==> config.mk <==
export PLATFORM = sky130hd
export DESIGN_NAME = cmc_top
export DESIGN_NICKNAME = d
export VERILOG_FILES = /design/src/core/cmc_pkg.sv /design/src/core/cmc_top.sv
export SDC_FILE = /design/constraint.sdc
export NUM_CORES = 1
export LEC_CHECK = 0
export BUFFER_PORTS_ARGS = -buffer_cell sky130_fd_sc_hd__buf_4
export CAP_MARGIN = 20
export CORE_ASPECT_RATIO = 1.75
export CORE_UTILIZATION = 30
export DETAILED_ROUTE_END_ITERATION = 10
export GPL_TIMING_DRIVEN = 1
export PLACE_DENSITY_LB_ADDON = 0.3
export SETUP_SLACK_MARGIN = 0.5
export SYNTH_ARGS = -nofsm -noshare
export SYNTH_HDL_FRONTEND = slang
export SYNTH_SLANG_ARGS = --single-unit
==> constraint.sdc <==
create_clock -name mclk -period 3.33 [get_ports mclk]
set_input_delay 0.666 -clock mclk [delete_from_list [all_inputs] [get_ports mclk]]
set_output_delay 0.666 -clock mclk [all_outputs]
set_load 0.005 [all_outputs]
==> src/core/cmc_pkg.sv <==
// Package with constants and carrier types for the cipher module control block
package cmc_pkg;

    // Clock rate and tone timing
    localparam int unsigned CLK_HZ = 50_000_000;
    localparam int unsigned TONE_HZ = 750;
    localparam int unsigned BURST_MS = 87;
    // Half period of the 750 Hz square wave, in cycles (rounded down)
    localparam int unsigned TONE_HALF_CYC = CLK_HZ / (2 * TONE_HZ);
    // One 87 ms burst or gap, in cycles (exact at 50 MHz, no rounding)
    localparam int unsigned BURST_CYC = (CLK_HZ / 1000) * BURST_MS;
    localparam int unsigned CNT_W = 23;

    // Module group and position counts
    localparam int unsigned GROUP_SIZE = 4;
    localparam int unsigned MODULE_COUNT = 8;

    // Reset value of the function-select output
    localparam logic FUNC_SEL_RESET = 1'b0;

    // Alert enable bit positions
    localparam int unsigned AL_CLEAR_TX = 0;
    localparam int unsigned AL_CLEAR_RX = 1;
    localparam int unsigned AL_CROSS = 2;
    localparam int unsigned AL_ERASE = 3;
    localparam int unsigned AL_TX_FAIL = 4;
    localparam int unsigned AL_RX_FAIL = 5;
    localparam int unsigned AL_COUNT = 6;

    // Firmware selection word received over the ring link
    typedef struct packed {
        logic full_duplex;
        logic [3:0] key_digit;
        logic func_sel;
    } cmc_select_type;

    // Station activity levels
    typedef struct packed {
        logic ptt_clear;
        logic ptt_coded;
        logic rx_clear;
        logic rx_coded;
        logic wireline_coded;
    } cmc_activity_type;

    // Tone sequencer states
    typedef enum logic [2:0] {
        TS_IDLE = 3'b001,
        TS_ON = 3'b010,
        TS_OFF = 3'b100
    } cmc_tone_state_type;

endpackage

==> src/core/cmc_top.sv <==
// Cipher module control: group lines, key selection, alert tones, key loading
`timescale 1ns/1ps

// Operation
// RULE1 - Each four-module group has its own shared lines
// RULE2 - Full duplex: first group encrypts, second decrypts
// RULE3 - Mode line low encrypts, high decrypts
// RULE4 - Control high encrypting, low for decrypt or end pattern
// RULE5 - Function select defaults low; picks range mode
// RULE6 - Function select picks stored or derived key
// RULE7 - Half duplex: digits 1-4 group one, 5-8 two
// RULE8 - Full duplex: digits n, n+4 pick pair n
// RULE9 - Selection comes from firmware over ring link
// RULE10 - Alert tones are 750 Hz, six enables, no transmitter
// RULE11 - Clear transmit start gives one 87 ms burst
// RULE12 - Clear receive start gives one 87 ms burst
// RULE13 - Cross-mode burst on clear receive when wireline coded
// RULE14 - Continuous tone while key erase is active
// RULE15 - Coded transmit with lost key pulses 87/87 ms
// RULE16 - Coded receive with lost key pulses 87/87 ms
// RULE17 - Key lines of every module are monitored; the code checks only the enc_index and dec_index key lines
// RULE18 - Grounded loader-present line forces access disable
// RULE19 - Key loading always uses the half-duplex mapping
// RULE20 - Any of eight positions selectable for loading
// RULE21 - Loader signals reach only the selected module
// RULE22 - Write enable low while writing; clock follows data
module cmc_top (
    input wire logic mclk,
    input wire logic resetn,
    input wire cmc_pkg::cmc_select_type ring_select,
    input wire logic end_of_message_req,
    input wire cmc_pkg::cmc_activity_type activity,
    input wire logic [cmc_pkg::AL_COUNT-1:0] alert_enable,
    input wire logic [cmc_pkg::MODULE_COUNT-1:0] module_key_n,
    input wire logic loader_present_ground,
    input wire logic key_write_enable,
    input wire logic key_insert_serial_data,
    input wire logic key_transfer_line_in,
    input wire logic [cmc_pkg::MODULE_COUNT-1:0] module_key_in,
    input wire logic external_erase_request_n,
    input wire logic fw_erase_request,
    output logic group_a_mode,
    output logic group_a_control,
    output logic group_b_mode,
    output logic group_b_control,
    output logic func_select,
    output logic [cmc_pkg::MODULE_COUNT-1:0] module_write_enable_n,
    output logic [cmc_pkg::MODULE_COUNT-1:0] module_key_data,
    output logic [cmc_pkg::MODULE_COUNT-1:0] module_key_oe,
    output logic [cmc_pkg::MODULE_COUNT-1:0] module_load_clk,
    output logic key_transfer_line_out,
    output logic key_transfer_line_oe,
    output logic key_erase_n,
    output logic access_disable,
    output logic [2:0] enc_index,
    output logic [2:0] dec_index,
    output logic tx_key_fail,
    output logic rx_key_fail,
    output logic alert_tone,
    output logic tone_to_transmitter
);

    ////////////////////////////////////////////////////////////////////////////
    // Input synchronisers for pins from outside the clock domain

    // Two-stage synchronisers; stage one feeds only stage two
    logic [cmc_pkg::MODULE_COUNT-1:0] key_n_s1_q, key_n_s2_q;
    logic [cmc_pkg::MODULE_COUNT-1:0] mkey_s1_q, mkey_s2_q;
    logic [4:0] pin_s1_q, pin_s2_q;

    // Sync all pins; reset to each pin's idle level
    always_ff @(posedge mclk or negedge resetn) begin
        if (!resetn) begin
            key_n_s1_q <= 8'hFF;
            key_n_s2_q <= 8'hFF;
            mkey_s1_q <= 8'h00;
            mkey_s2_q <= 8'h00;
            pin_s1_q <= 5'h1B;
            pin_s2_q <= 5'h1B;
        end else begin
            key_n_s1_q <= module_key_n;
            key_n_s2_q <= key_n_s1_q;
            mkey_s1_q <= module_key_in;
            mkey_s2_q <= mkey_s1_q;
            pin_s1_q <= {loader_present_ground, key_write_enable, key_insert_serial_data,
                         key_transfer_line_in, external_erase_request_n};
            pin_s2_q <= pin_s1_q;
        end
    end

    // Synchronised pin levels
    logic loader_gnd_s, we_s, kid_s, xfer_in_s, ext_erase_n_s;
    assign loader_gnd_s = pin_s2_q[4];
    assign we_s = pin_s2_q[3];
    assign kid_s = pin_s2_q[2];
    assign xfer_in_s = pin_s2_q[1];
    assign ext_erase_n_s = pin_s2_q[0];

    ////////////////////////////////////////////////////////////////////////////
    // Key digit to module mapping

    // Loader present means access disable
    logic loading;
    assign loading = !loader_gnd_s; // RULE18

    // Digits 1..8 to positions 0..7; others clamp to digit 1
    logic [2:0] digit_pos;
    always_comb begin
        if (ring_select.key_digit >= 4'h1 && ring_select.key_digit <= 4'h8) begin
            digit_pos = 3'(ring_select.key_digit - 4'h1); // RULE9 RULE20
        end else begin
            digit_pos = 3'h0;
        end
    end

    // Full duplex pairs positions n and n+4; loading ignores duplex mode
    logic fdx_eff;
    assign fdx_eff = ring_select.full_duplex && !loading; // RULE19

    logic [2:0] enc_d, dec_d;
    always_comb begin
        if (fdx_eff) begin
            enc_d = {1'b0, digit_pos[1:0]}; // RULE8
            dec_d = {1'b1, digit_pos[1:0]}; // RULE8
        end else begin
            enc_d = digit_pos; // RULE7
            dec_d = digit_pos; // RULE7
        end
    end

    // Selected indices, registered for the outputs
    always_ff @(posedge mclk or negedge resetn) begin
        if (!resetn) begin
            enc_index <= 3'h0;
            dec_index <= 3'h0;
        end else begin
            enc_index <= enc_d;
            dec_index <= dec_d;
        end
    end

    ////////////////////////////////////////////////////////////////////////////
    // Group mode and control lines

    // Half duplex: only the group in use encrypts, during transmit
    logic ptt_any;
    assign ptt_any = activity.ptt_clear || activity.ptt_coded;

    logic a_dec, b_dec;
    always_comb begin
        if (fdx_eff) begin
            a_dec = 1'b0; // RULE2
            b_dec = 1'b1; // RULE2
        end else begin
            // Idle group rests in decrypt so it cannot emit cipher data
            a_dec = !(ptt_any && !digit_pos[2]);
            b_dec = !(ptt_any && digit_pos[2]);
        end
    end

    // Each group drives its own pair of shared lines
    always_ff @(posedge mclk or negedge resetn) begin
        if (!resetn) begin
            group_a_mode <= 1'b1;
            group_a_control <= 1'b0;
            group_b_mode <= 1'b1;
            group_b_control <= 1'b0;
        end else begin
            group_a_mode <= a_dec; // RULE1 RULE3
            group_b_mode <= b_dec; // RULE1 RULE3
            // Control: high to encrypt, low to decrypt or request the end pattern
            group_a_control <= !a_dec && !end_of_message_req; // RULE4
            group_b_control <= !b_dec && !end_of_message_req; // RULE4
        end
    end

    // Shared function select, low by default; meaning is per module type
    always_ff @(posedge mclk or negedge resetn) begin
        if (!resetn) begin
            func_select <= cmc_pkg::FUNC_SEL_RESET; // RULE5
        end else begin
            func_select <= ring_select.func_sel; // RULE5 RULE6
        end
    end

    ////////////////////////////////////////////////////////////////////////////
    // Key-fail monitor and key erase

    // Only the enc_index and dec_index key lines are watched; they raise the flags
    always_ff @(posedge mclk or negedge resetn) begin
        if (!resetn) begin
            tx_key_fail <= 1'b0;
            rx_key_fail <= 1'b0;
        end else begin
            tx_key_fail <= !key_n_s2_q[enc_index]; // RULE17
            rx_key_fail <= !key_n_s2_q[dec_index]; // RULE17
        end
    end

    // Erase from the pin or from firmware; low active to all modules
    logic erase_active;
    assign erase_active = !ext_erase_n_s || fw_erase_request;
    always_ff @(posedge mclk or negedge resetn) begin
        if (!resetn) begin
            key_erase_n <= 1'b1;
            access_disable <= 1'b0;
        end else begin
            key_erase_n <= !erase_active;
            access_disable <= loading; // RULE18
        end
    end

    ////////////////////////////////////////////////////////////////////////////
    // Key loader routing

    // Clock rebuilt from data edges, so it stays locked to the stream
    logic kid_prev_q;
    logic load_clk_q;
    always_ff @(posedge mclk or negedge resetn) begin
        if (!resetn) begin
            kid_prev_q <= 1'b0;
            load_clk_q <= 1'b0;
        end else begin
            kid_prev_q <= kid_s;
            if (we_s) begin
                load_clk_q <= 1'b0;
            end else if (kid_s != kid_prev_q) begin
                load_clk_q <= !load_clk_q; // RULE22
            end
        end
    end

    // Loader signals reach only the selected position
    always_ff @(posedge mclk or negedge resetn) begin
        if (!resetn) begin
            module_write_enable_n <= 8'hFF;
            module_key_data <= 8'h00;
            module_key_oe <= 8'h00;
            module_load_clk <= 8'h00;
            key_transfer_line_out <= 1'b0;
            key_transfer_line_oe <= 1'b0;
        end else begin
            for (int i = 0; i < cmc_pkg::MODULE_COUNT; i++) begin
                // Unselected modules see idle levels
                module_write_enable_n[i] <= !(loading && enc_index == 3'(i)) || we_s; // RULE21 RULE22
                module_key_data[i] <= (loading && enc_index == 3'(i)) ? kid_s : 1'b0; // RULE21
                module_key_oe[i] <= loading && enc_index == 3'(i) && !we_s; // RULE21
                module_load_clk[i] <= (loading && enc_index == 3'(i)) ? load_clk_q : 1'b0;
            end
            // Selected module's answer goes back when not writing
            key_transfer_line_out <= mkey_s2_q[enc_index]; // RULE21
            key_transfer_line_oe <= loading && we_s; // RULE21
        end
    end

    // Readback pin is synced but not used yet
    logic unused_xfer;
    assign unused_xfer = xfer_in_s;

    ////////////////////////////////////////////////////////////////////////////
    // Alert tone generator

    // Free-running 750 Hz square wave
    localparam int unsigned CNTW = cmc_pkg::CNT_W;
    logic [CNTW-1:0] half_cnt_q;
    logic square_q;
    always_ff @(posedge mclk or negedge resetn) begin
        if (!resetn) begin
            half_cnt_q <= '0;
            square_q <= 1'b0;
        end else if (half_cnt_q == CNTW'(cmc_pkg::TONE_HALF_CYC - 1)) begin
            half_cnt_q <= '0;
            square_q <= !square_q; // RULE10
        end else begin
            half_cnt_q <= half_cnt_q + 1'b1;
        end
    end

    // Start-of-activity edges for the single-burst alerts
    logic ptt_clear_q, rx_clear_q;
    always_ff @(posedge mclk or negedge resetn) begin
        if (!resetn) begin
            ptt_clear_q <= 1'b0;
            rx_clear_q <= 1'b0;
        end else begin
            ptt_clear_q <= activity.ptt_clear;
            rx_clear_q <= activity.rx_clear;
        end
    end

    logic burst_start;
    always_comb begin
        burst_start = 1'b0;
        if (alert_enable[cmc_pkg::AL_CLEAR_TX] && activity.ptt_clear && !ptt_clear_q) begin
            burst_start = 1'b1; // RULE11
        end
        if (alert_enable[cmc_pkg::AL_CLEAR_RX] && activity.rx_clear && !rx_clear_q) begin
            burst_start = 1'b1; // RULE12
        end
        if (alert_enable[cmc_pkg::AL_CROSS] && activity.rx_clear && !rx_clear_q &&
            activity.wireline_coded) begin
            burst_start = 1'b1; // RULE13
        end
    end

    // Conditions for the pulsed key-fail alerts
    logic pulse_req;
    assign pulse_req = (alert_enable[cmc_pkg::AL_TX_FAIL] && activity.ptt_coded
                        && tx_key_fail) // RULE15
                    || (alert_enable[cmc_pkg::AL_RX_FAIL] && activity.rx_coded
                        && rx_key_fail); // RULE16

    // Single burst, or on/off pulsing while a pulse condition holds
    cmc_pkg::cmc_tone_state_type ts_q;
    logic [CNTW-1:0] burst_cnt_q;
    logic burst_done;
    assign burst_done = burst_cnt_q == CNTW'(cmc_pkg::BURST_CYC - 1);
    always_ff @(posedge mclk or negedge resetn) begin
        if (!resetn) begin
            ts_q <= cmc_pkg::TS_IDLE;
            burst_cnt_q <= '0;
        end else begin
            case (ts_q)
                cmc_pkg::TS_IDLE: begin
                    burst_cnt_q <= '0;
                    if (burst_start || pulse_req) begin
                        ts_q <= cmc_pkg::TS_ON;
                    end
                end
                cmc_pkg::TS_ON: begin
                    burst_cnt_q <= burst_done ? '0 : burst_cnt_q + 1'b1;
                    if (burst_done) begin
                        // Pulsed alerts continue with an 87 ms gap
                        ts_q <= pulse_req ? cmc_pkg::TS_OFF : cmc_pkg::TS_IDLE;
                    end
                end
                cmc_pkg::TS_OFF: begin
                    burst_cnt_q <= burst_done ? '0 : burst_cnt_q + 1'b1;
                    if (!pulse_req) begin
                        ts_q <= cmc_pkg::TS_IDLE; // RULE15 RULE16
                        burst_cnt_q <= '0;
                    end else if (burst_done) begin
                        ts_q <= cmc_pkg::TS_ON;
                    end
                end
                default: begin
                    ts_q <= cmc_pkg::TS_IDLE;
                    burst_cnt_q <= '0;
                end
            endcase
        end
    end

    // Tone to wireline and speaker only, never the transmitter
    logic tone_gate;
    assign tone_gate = (ts_q == cmc_pkg::TS_ON)
                    || (alert_enable[cmc_pkg::AL_ERASE] && erase_active); // RULE14
    always_ff @(posedge mclk or negedge resetn) begin
        if (!resetn) begin
            alert_tone <= 1'b0;
            tone_to_transmitter <= 1'b0;
        end else begin
            alert_tone <= tone_gate && square_q; // RULE10
            tone_to_transmitter <= 1'b0; // RULE10
        end
    end

endmodule

# After elaboration in Yosys (flattened, before gate mapping)
# Cells that the tools add are included.
[op_classes]
add_sub_neg = 3
n_lt_le_gt_ge = 4
eq_ne = 16
muxes = 42
n_reduce_logical = 76
[op_table]
columns = ["op", "count"]
rows = [
  ["23-bit 2-to-1 mux", 3],
  ["23-bit by 1-bit adder with 23-bit output, second input constant", 2],
  ["23-bit case mux with 2 select lines", 1],
  ["1-bit logical AND", 36],
  ["1-bit 2-to-1 mux", 26],
  ["1-bit zero test", 24],
  ["3-bit 2-to-1 mux", 8],
  ["23-bit by 16-bit equality test with 1-bit output, second input constant", 1],
  ["23-bit equality test, second input constant", 1],
  ["3-bit equality test, second input constant", 5],
  ["1-bit logical OR", 13],
  ["1-bit binary-select mux with 3-bit select", 3],
  ["3-bit by 2-bit equality test with 1-bit output, second input constant", 3],
  ["3-bit case mux with 3 select lines", 1],
  ["3-bit by 4-bit less-than comparator with 1-bit output, second input constant", 2],
  ["3-bit by 1-bit equality test with 1-bit output, second input constant", 2],
  ["4-bit by 1-bit >= comparator with 1-bit output, second input constant", 1],
  ["4-bit less-or-equal comparator, second input constant", 1],
  ["2-bit != test, second input constant", 2],
  ["3-bit zero test", 1],
  ["3-bit != test, second input constant", 1],
  ["3-bit AND reduction", 1],
  ["3-bit by 1-bit subtractor with 3-bit output, second input constant", 1],
  ["2-bit nonzero test", 1],
  ["1-bit != test", 1],
]
[totals]
reg_bits = 146
input_bits = 42
out_inout_bits = 51
elab_cells = 173

# Depth between registers and ports, before layout
# Gate-level depths: netlist of run 1.
[logic_depth]
depth_word = 9
ltp_mapped = 6

# Worst setup path after synthesis of run 1
# OpenSTA, ideal clock, no wires.
[synth_path]
path_kind = "register to register"
start = "reg burst_cnt_q[0]"
end = "reg burst_cnt_q[22]"
setup_time_ps = 80
arrival_ps = 1942
slack_ps = 1308
stages_incl_launch_ff = 7
cell_sequence = "dfrtp_1 -> ha_1 -> nand3_4 -> or4_1 -> buf_2 -> or4_1 -> a21oi_1"
[synth_between]
elab_chain_cells = 4
elab_cells_between_ends = 5
classes_between = "add/sub (1); eq/ne (1); mux (3)"
[synth_lines]
columns = ["item", "line", "rtl"]
rows = [
  ["from (decl)", "cmc_top.sv:315", "logic [CNTW-1:0] burst_cnt_q;"],
  ["from (signal assigned)", "cmc_top.sv:331", "burst_cnt_q <= burst_done ? '0 : burst_cnt_q + 1'b1;"],
  ["from (signal assigned)", "cmc_top.sv:338", "burst_cnt_q <= burst_done ? '0 : burst_cnt_q + 1'b1;"],
  ["23-bit by 1-bit adder with 23-bit output or 23-bit equality test (tied branches)", "cmc_top.sv:331, cmc_top.sv:338, cmc_top.sv:317", ""],
  ["23-bit 2-to-1 mux (*)", "cmc_top.sv:331, cmc_top.sv:338", ""],
  ["23-bit 2-to-1 mux", "cmc_top.sv:339", "if (!pulse_req) begin"],
  ["23-bit case mux with 2 select lines (*)", "cmc_top.sv:323", "case (ts_q)"],
]
# Every way passes the cells marked *; elsewhere a longest branch is shown, timed or not.
# A chain may end at the register's enable or synchronous reset.

# Worst setup path in the final report of run 1
# Same ends and word-level chain as after synthesis.

==> results.toml, run 1 <==
[outcome]
outcome = "completed"

[pwr]
power.density_nw_per_um2 = 585
p_leak_uw = 0.00314
combPwrFrac_pct = 6.1
p_clk_share_pct = 48.1
ir_drop_v = 0.000309
switchingPower_uw = 927
swShare_pct = 22.8
intPower_uw = 3140
pwr-share-seq_pct = 45.8
power_uw = 4060

[timing]
finalClockSkew_ns = 0.00831
rsz0062_at_grt = "no"
min_period_ns = 2.20
timing.hold.ws_ns = 0.238
slew_headroom_pct = 45.0
fmax_mhz = 455
setup_tns_ns = 0
tightest_slew_ns = 0.826
hold_viol = 0
drv_slew = 0
layout_worst_path_cycle_share_pct = 66.0
setup_viol = 0
setup_slack_ns = 1.13

[job]
maxCapViolCount = 0

[layout]
finalInstanceArea_um2 = 6940
seq_area_um2 = 3600
layout_commonest_cell = "dfrtp_1"
drive_gt1_share_pct = 32.1
syn2layout_area_growth_pct = 29.2
antenna_cells = 0
nNetsFinal = 583
final_cell_mix = "108 x dfrtp_1, 93 x buf_4, 46 x nor2_1"
filler_cell_count = 1625
multi_input_area_um2 = 1650

[clock_network]
cts_setup_buffers = 0
clk_path_buf_depth = 2
clockRootBuffer = "clkbuf_16"
post_cts_resized = 0
clk_pin_slew_ns = 0.06
cts_buffers = 17
htreeDepth = 4
holdBufCountCts = 0
cts_tree = "yes"
insertion_delay_ns = 0.41
cts_sinks = 142

[floorplanning]
die_area_um2 = 18500
die-width_um = 103
die_h_um = 179
io_pins = 93
core-area_um2 = 17500
num_rows = 64
initial_core_util_pct = 30.6

[critical_path]
critPathRequiredTime_ns = 3.67
path_class = "flop to flop"
reg2reg_from = "burst_cnt_q[0]"
r2r_end = "burst_cnt_q[22]"
arrival_ns = 2.53
critPathCaptureType = "flop"
rr_worst_depth = 5
crit_fanout = 9
cp-start-kind = "flop"
r2r_slack_ns = 1.13

[synth]
yosysTopAreaCell = "dfrtp_1"
synth_edf_count = 0
synth_top_area_share_pct = 50.3
ys.flop_type = "dfrtp_1"
async_flop_share_pct = 100
yosysWarnings = 0
syn_avg_cell_area_um2 = 12.4
synth.area.top_cells = "dfrtp_1 50%, dfstp_2 17%, xnor2_1 3.6%, nor2_1 3.2%, nand2_1 2.4%"
synth_nets = 480
synth-seq-area-share_pct = 66.9
synth_cell_types = 49
syn-instance-count = 433
synth_seq_cells = 142
syn_area_um2 = 5370

[global_route]
grt_pass1_vias = 3764
grt_start_max_net_pins = 71
track_usage_pct = 13.4
grt_pass1_wl_mm = 18.2
overflow = 0
grt_antenna_before_repair = 0

[placed_design]
hpwlAfterDp_mm = 8.20
dp_slack_ns = 1.15
dpl_cell_area_um2 = 6320
portBuffers = 90
place_congestion = 0.775

[drt]
num_vias = 3560
drc = 0
vias_per_cell = 4.56
first_iter_violations = 164
firstDrtPassIters = 4
drt_wl_total_mm = 11.3
wl_per_cell_um = 14.5
final_antenna_net_count = 0

[hold_path]
hp-class = "input pin to asynchronous set/reset pin"
final cells by class:
type | count | share of cell area, %
tap | 231 | 4.17
timing repair buffer | 94 | 10.2
multi-input combinational | 261 | 23.7
sequential | 142 | 51.8
clock inverter | 14 | 2.65
inverter | 20 | 1.08
clock buffer | 18 | 6.33
state kept, by name (all words and copies together), names as in the netlist, 8 cells and up:
name / cells
burst_cnt_q: 23
half_cnt_q: 23
key_n_s1_q: 8
key_n_s2_q: 8
mkey_s1_q: 8
mkey_s2_q: 8
module_key_data: 8
module_key_oe: 8
module_load_clk: 8
module_write_enable_n: 8
worst max-delay path, cell delays in order, from the launching register on:
cell and delay, ns:
dfrtp_1 0.38, ha_1 0.26, nand3_4 0.11, or4_1 0.70, or4_1 0.52, a21oi_1 0.15
cell usage after synthesis (all sizes together), types with 2 or more instances:
master / instances
or3: 9
buf: 6
nand4: 13
nor4: 6
and3: 3
a21boi: 2
or4b: 3
or2: 2
nor4bb: 2
and2: 3
inv: 20
nor2b: 9
dfrtp: 108
mux2i: 2
xnor2: 22
clkbuf: 4
dfstp: 34
and4: 4
or4: 4
nor4b: 3
nand2b: 4
nor3: 13
o21a: 2
xor2: 12
nor2: 46
ha: 5
o21ai: 13
mux4: 4
a21oi: 13
nand3: 17
nand2: 34
metrics by stage:
step,util [%],instances
finish,39.6,780
global route,39.6,780
CTS,39.6,780
detailed placement,36.0,748
global placement,36.0,748
floorplan,-,433
cells by family after synthesis:
family | share of synthesized area (%)
multiplexers | 2.26
adder cells (fa/ha/maj) | 1.16
flip-flops | 66.9
other | 0.0698
AO/OA/AOI/OAI | 3.91
AND/OR/NAND/NOR | 17.7
XOR/XNOR | 5.54
buffers and inverters | 2.42
worst max-delay path by stage:
stage | depth (start not counted) | startpoint | to
after floorplan | 6 | burst_cnt_q[0] | burst_cnt_q[22]
after global placement | 5 | burst_cnt_q[0] | burst_cnt_q[22]
after detailed placement | 5 | burst_cnt_q[0] | burst_cnt_q[22]
after CTS | 1 | dec_index[0] | dec_index[0]
after global routing | 1 | dec_index[0] | dec_index[0]
final | 5 | burst_cnt_q[0] | burst_cnt_q[22]
metal layers:
metal	global-route usage, %	vias to the layer above	routed length, um
li1	-	1684	-
met1	14.4	1787	4370
met2	24.0	72	6320
met3	3.31	17	353
met4	6.16	0	244
met5	0	-	0
power groups by stage:
stage / clock network, uW / registers [uW] / logic (uW)
floorplan: 0 / 1870 / 107
global placement: 0 / 1890 / 240
detailed placement: 0 / 1890 / 253
CTS: 2010 / 1860 / 253
global route: 2080 / 1870 / 277
finish: 1950 / 1860 / 247
Power figures use the tool's default switching activity.
==> inputs of run 2 (changes only) <==
- ABC_AREA: unset -> 1
- clock period: 3.33 -> 1.8 ns (I/O delays scaled with it)
==> run 2 against run 1 <==
Die area up 11%. Non-clock buffer count up 80. Wire length up 34%. Sequential share of layout area down 12 points. Critical path depth down 3. Via count up 40%. Synthesized cell count up 56%. Global-route usage up 2.0 points. Worst setup slack worse by 0.79 ns. Combinational power rose to 3.9 times the previous value. Cell count up 44%. Critical path type is now flop to primary output. Largest cell class unchanged. Highest routed layer unchanged.
==> results.toml, run 2 <==
[outcome]
outcome = "completed"

[drt]
firstDrtPassIters = 4
wl_per_cell_um = 13.5
drt_wl_total_mm = 15.2
first_iter_violations = 251
drc = 0
vias_per_cell = 4.44
final_antenna_net_count = 0
num_vias = 4968

[pwr]
power_uw = 8100
swShare_pct = 26.5
pwr-share-seq_pct = 42.6
combPwrFrac_pct = 11.8
ir_drop_v = 0.000753
intPower_uw = 5950
power.density_nw_per_um2 = 884
p_leak_uw = 0.00424
p_clk_share_pct = 45.6
switchingPower_uw = 2150

[clock_network]
cts_tree = "yes"
clk_path_buf_depth = 2
cts_buffers = 17
insertion_delay_ns = 0.42
clockRootBuffer = "clkbuf_16"
cts_sinks = 142
htreeDepth = 4
clk_pin_slew_ns = 0.07

[synth]
async_flop_share_pct = 100
synth.area.top_cells = "dfrtp_1 45%, dfstp_2 15%, nand2_1 9.5%, nor2_1 9.1%, inv_1 6.5%"
synth_top_area_share_pct = 45.1
syn_avg_cell_area_um2 = 8.89
yosysTopAreaCell = "dfrtp_1"
synth_cell_types = 31
syn-instance-count = 674
synth_seq_cells = 142
synth-seq-area-share_pct = 60.0
synthMostInstantiatedCell = "nand2_1"
synthTopCellsByCount = "151 x nand2_1, 145 x nor2_1, 108 x dfrtp_1, 103 x inv_1, 37 x nand3_1"
syn_area_um2 = 5990
ys.flop_type = "dfrtp_1"
yosysWarnings = 0
synth_edf_count = 0
synth_nets = 721

[layout]
utilization_pct = 46.6
top_regs = "burst_cnt_q (23), half_cnt_q (23)"
drive_gt1_share_pct = 46.7
layout_commonest_cell = "nand2_1"
final_cell_mix = "126 x nand2_1, 104 x buf_4, 91 x dfrtp_1"
seq_area_um2 = 3620
syn2layout_area_growth_pct = 52.9
multi_input_area_um2 = 2560
final_cells = 1120
nNetsFinal = 909
antenna_cells = 0
filler_cell_count = 1761

[timing]
setup_viol = 0
layout_worst_path_cycle_share_pct = 80.7
drv_slew = 0
setup_slack_ns = 0.347
finalClockSkew_ns = 0.00823
fmax_mhz = 688
min_period_ns = 1.45
rsz0062_at_grt = "yes"
setup_tns_ns = 0
hold_viol = 0

[critical_path]
critPathCaptureType = "primary output"
path_class = "flop to primary output"
crit_end = "dec_index[0]"
cpPeakStageDelay_ns = 0.44
crit_start = "dec_index[0]"
path_cells = "buf_6, buf_6"
crit_path_top_delay_cell = "dfrtp_2"
reg2reg_from = "half_cnt_q[0]"
arrival_ns = 1.09
r2r_end = "half_cnt_q[4]"
cp-start-kind = "flop"
crit_fanout = 3
r2r_slack_ns = 0.35
critPathMostFrequentCell = "buf_6"
critPathRequiredTime_ns = 1.44
rr_worst_depth = 7

[placed_design]
place_congestion = 0.901
portBuffers = 90
hpwlAfterDp_mm = 10.4
dp.cells = 1011
dp_slack_ns = 0.248

[global_route]
grt_antenna_before_repair = 0
grt_pass1_wl_mm = 23.4
track_usage_pct = 15.4
grt_pass1_vias = 4875
grt_start_max_net_pins = 51
overflow = 0

[floorplanning]
die_h_um = 189
die_area_um2 = 20600
initial_core_util_pct = 30.5
num_rows = 68
io_pins = 93
die-width_um = 109
core-area_um2 = 19700

[job]
maxCapViolCount = 0

[hold_path]
hp-class = "input pin to flop"
-- run 2: how the worst min path moves through the flow --
stage                startpoint               end  slack [ns]  cells after the start
3_3_place_gp             resetn  module_key_oe[4]        0.27                      1
5_1_grt         module_key_n[7]     key_n_s1_q[7]        0.01                      1
6_report        module_key_n[6]     key_n_s1_q[6]        0.04                      1
3_5_place_dp             resetn  module_key_oe[4]        0.27                      1
2_1_floorplan            resetn    access_disable        0.06                      0
4_1_cts        module_key_in[6]      mkey_s1_q[6]        0.02                      1
-- run 2: kinds of logic (layout without fill, tap and decap cells) --
| logic type | Yosys count | count (layout) | share of synthesized area [%] |
|---|---|---|---|
| AO/OA/AOI/OAI | 18 | 18 | 1.73 |
| XOR/XNOR | 22 | 22 | 3.22 |
| adder cells (fa/ha/maj) | 5 | 5 | 1.04 |
| buffers and inverters | 111 | 312 | 7.27 |
| flip-flops | 142 | 142 | 60.0 |
| other | 1 | 1 | 0.0626 |
| AND/OR/NAND/NOR | 375 | 375 | 26.6 |
-- run 2: repair_timing --
| action | CTS | global route |
|---|---|---|
| buffers inserted | 45 | 31 |
| resized for setup | 140 | 127 |
| pin swaps | 49 | 52 |
| setup endpoints to repair | 98 | 130 |
| hold endpoints to repair | 26 | 0 |
| hold buffers | 1 | 0 |
-- run 2: per-layer routing --
layer  share of wire, %  GRT usage (%)  wire (um)
met1                 34           14.6       5130
met2                 58           28.1       8780
met3                3.1           3.13        474
met4                5.1           11.5        777
met5                  0              0          0
-- run 2: through the flow --
step           hold slack (ns)  instance area [um^2]
6_report                0.0364                  9160
3_5_place_dp             0.271                  7040
4_1_cts                 0.0178                  8510
3_3_place_gp             0.270                  7040
5_1_grt                 0.0131                  9160
2_1_floorplan           0.0644                  6010
-- run 2: power groups by stage --
stage	Combinational, uW	Sequential, uW	Clock [uW]
floorplan	351	3480	0
global placement	658	3500	0
detailed placement	670	3500	0
CTS	819	3450	3780
global route	1050	3460	3930
finish	954	3450	3690
-- run 2: area by class of cell --
cell class                      count  share of cell area [%]
Sequential cell                   142                    39.5
Multi-Input combinational cell    421                    28.0
Timing Repair Buffer              174                    17.6
Clock buffer                       21                    5.74
Inverter                          106                    4.58
Tap cell                          245                    3.35
Clock inverter                     11                    1.30
-- run 2: critical path: cells and delay by family (launching register included) --
family	cells	cell delay, ns
buffers and inverters	2	0.23
DFF	1	0.44
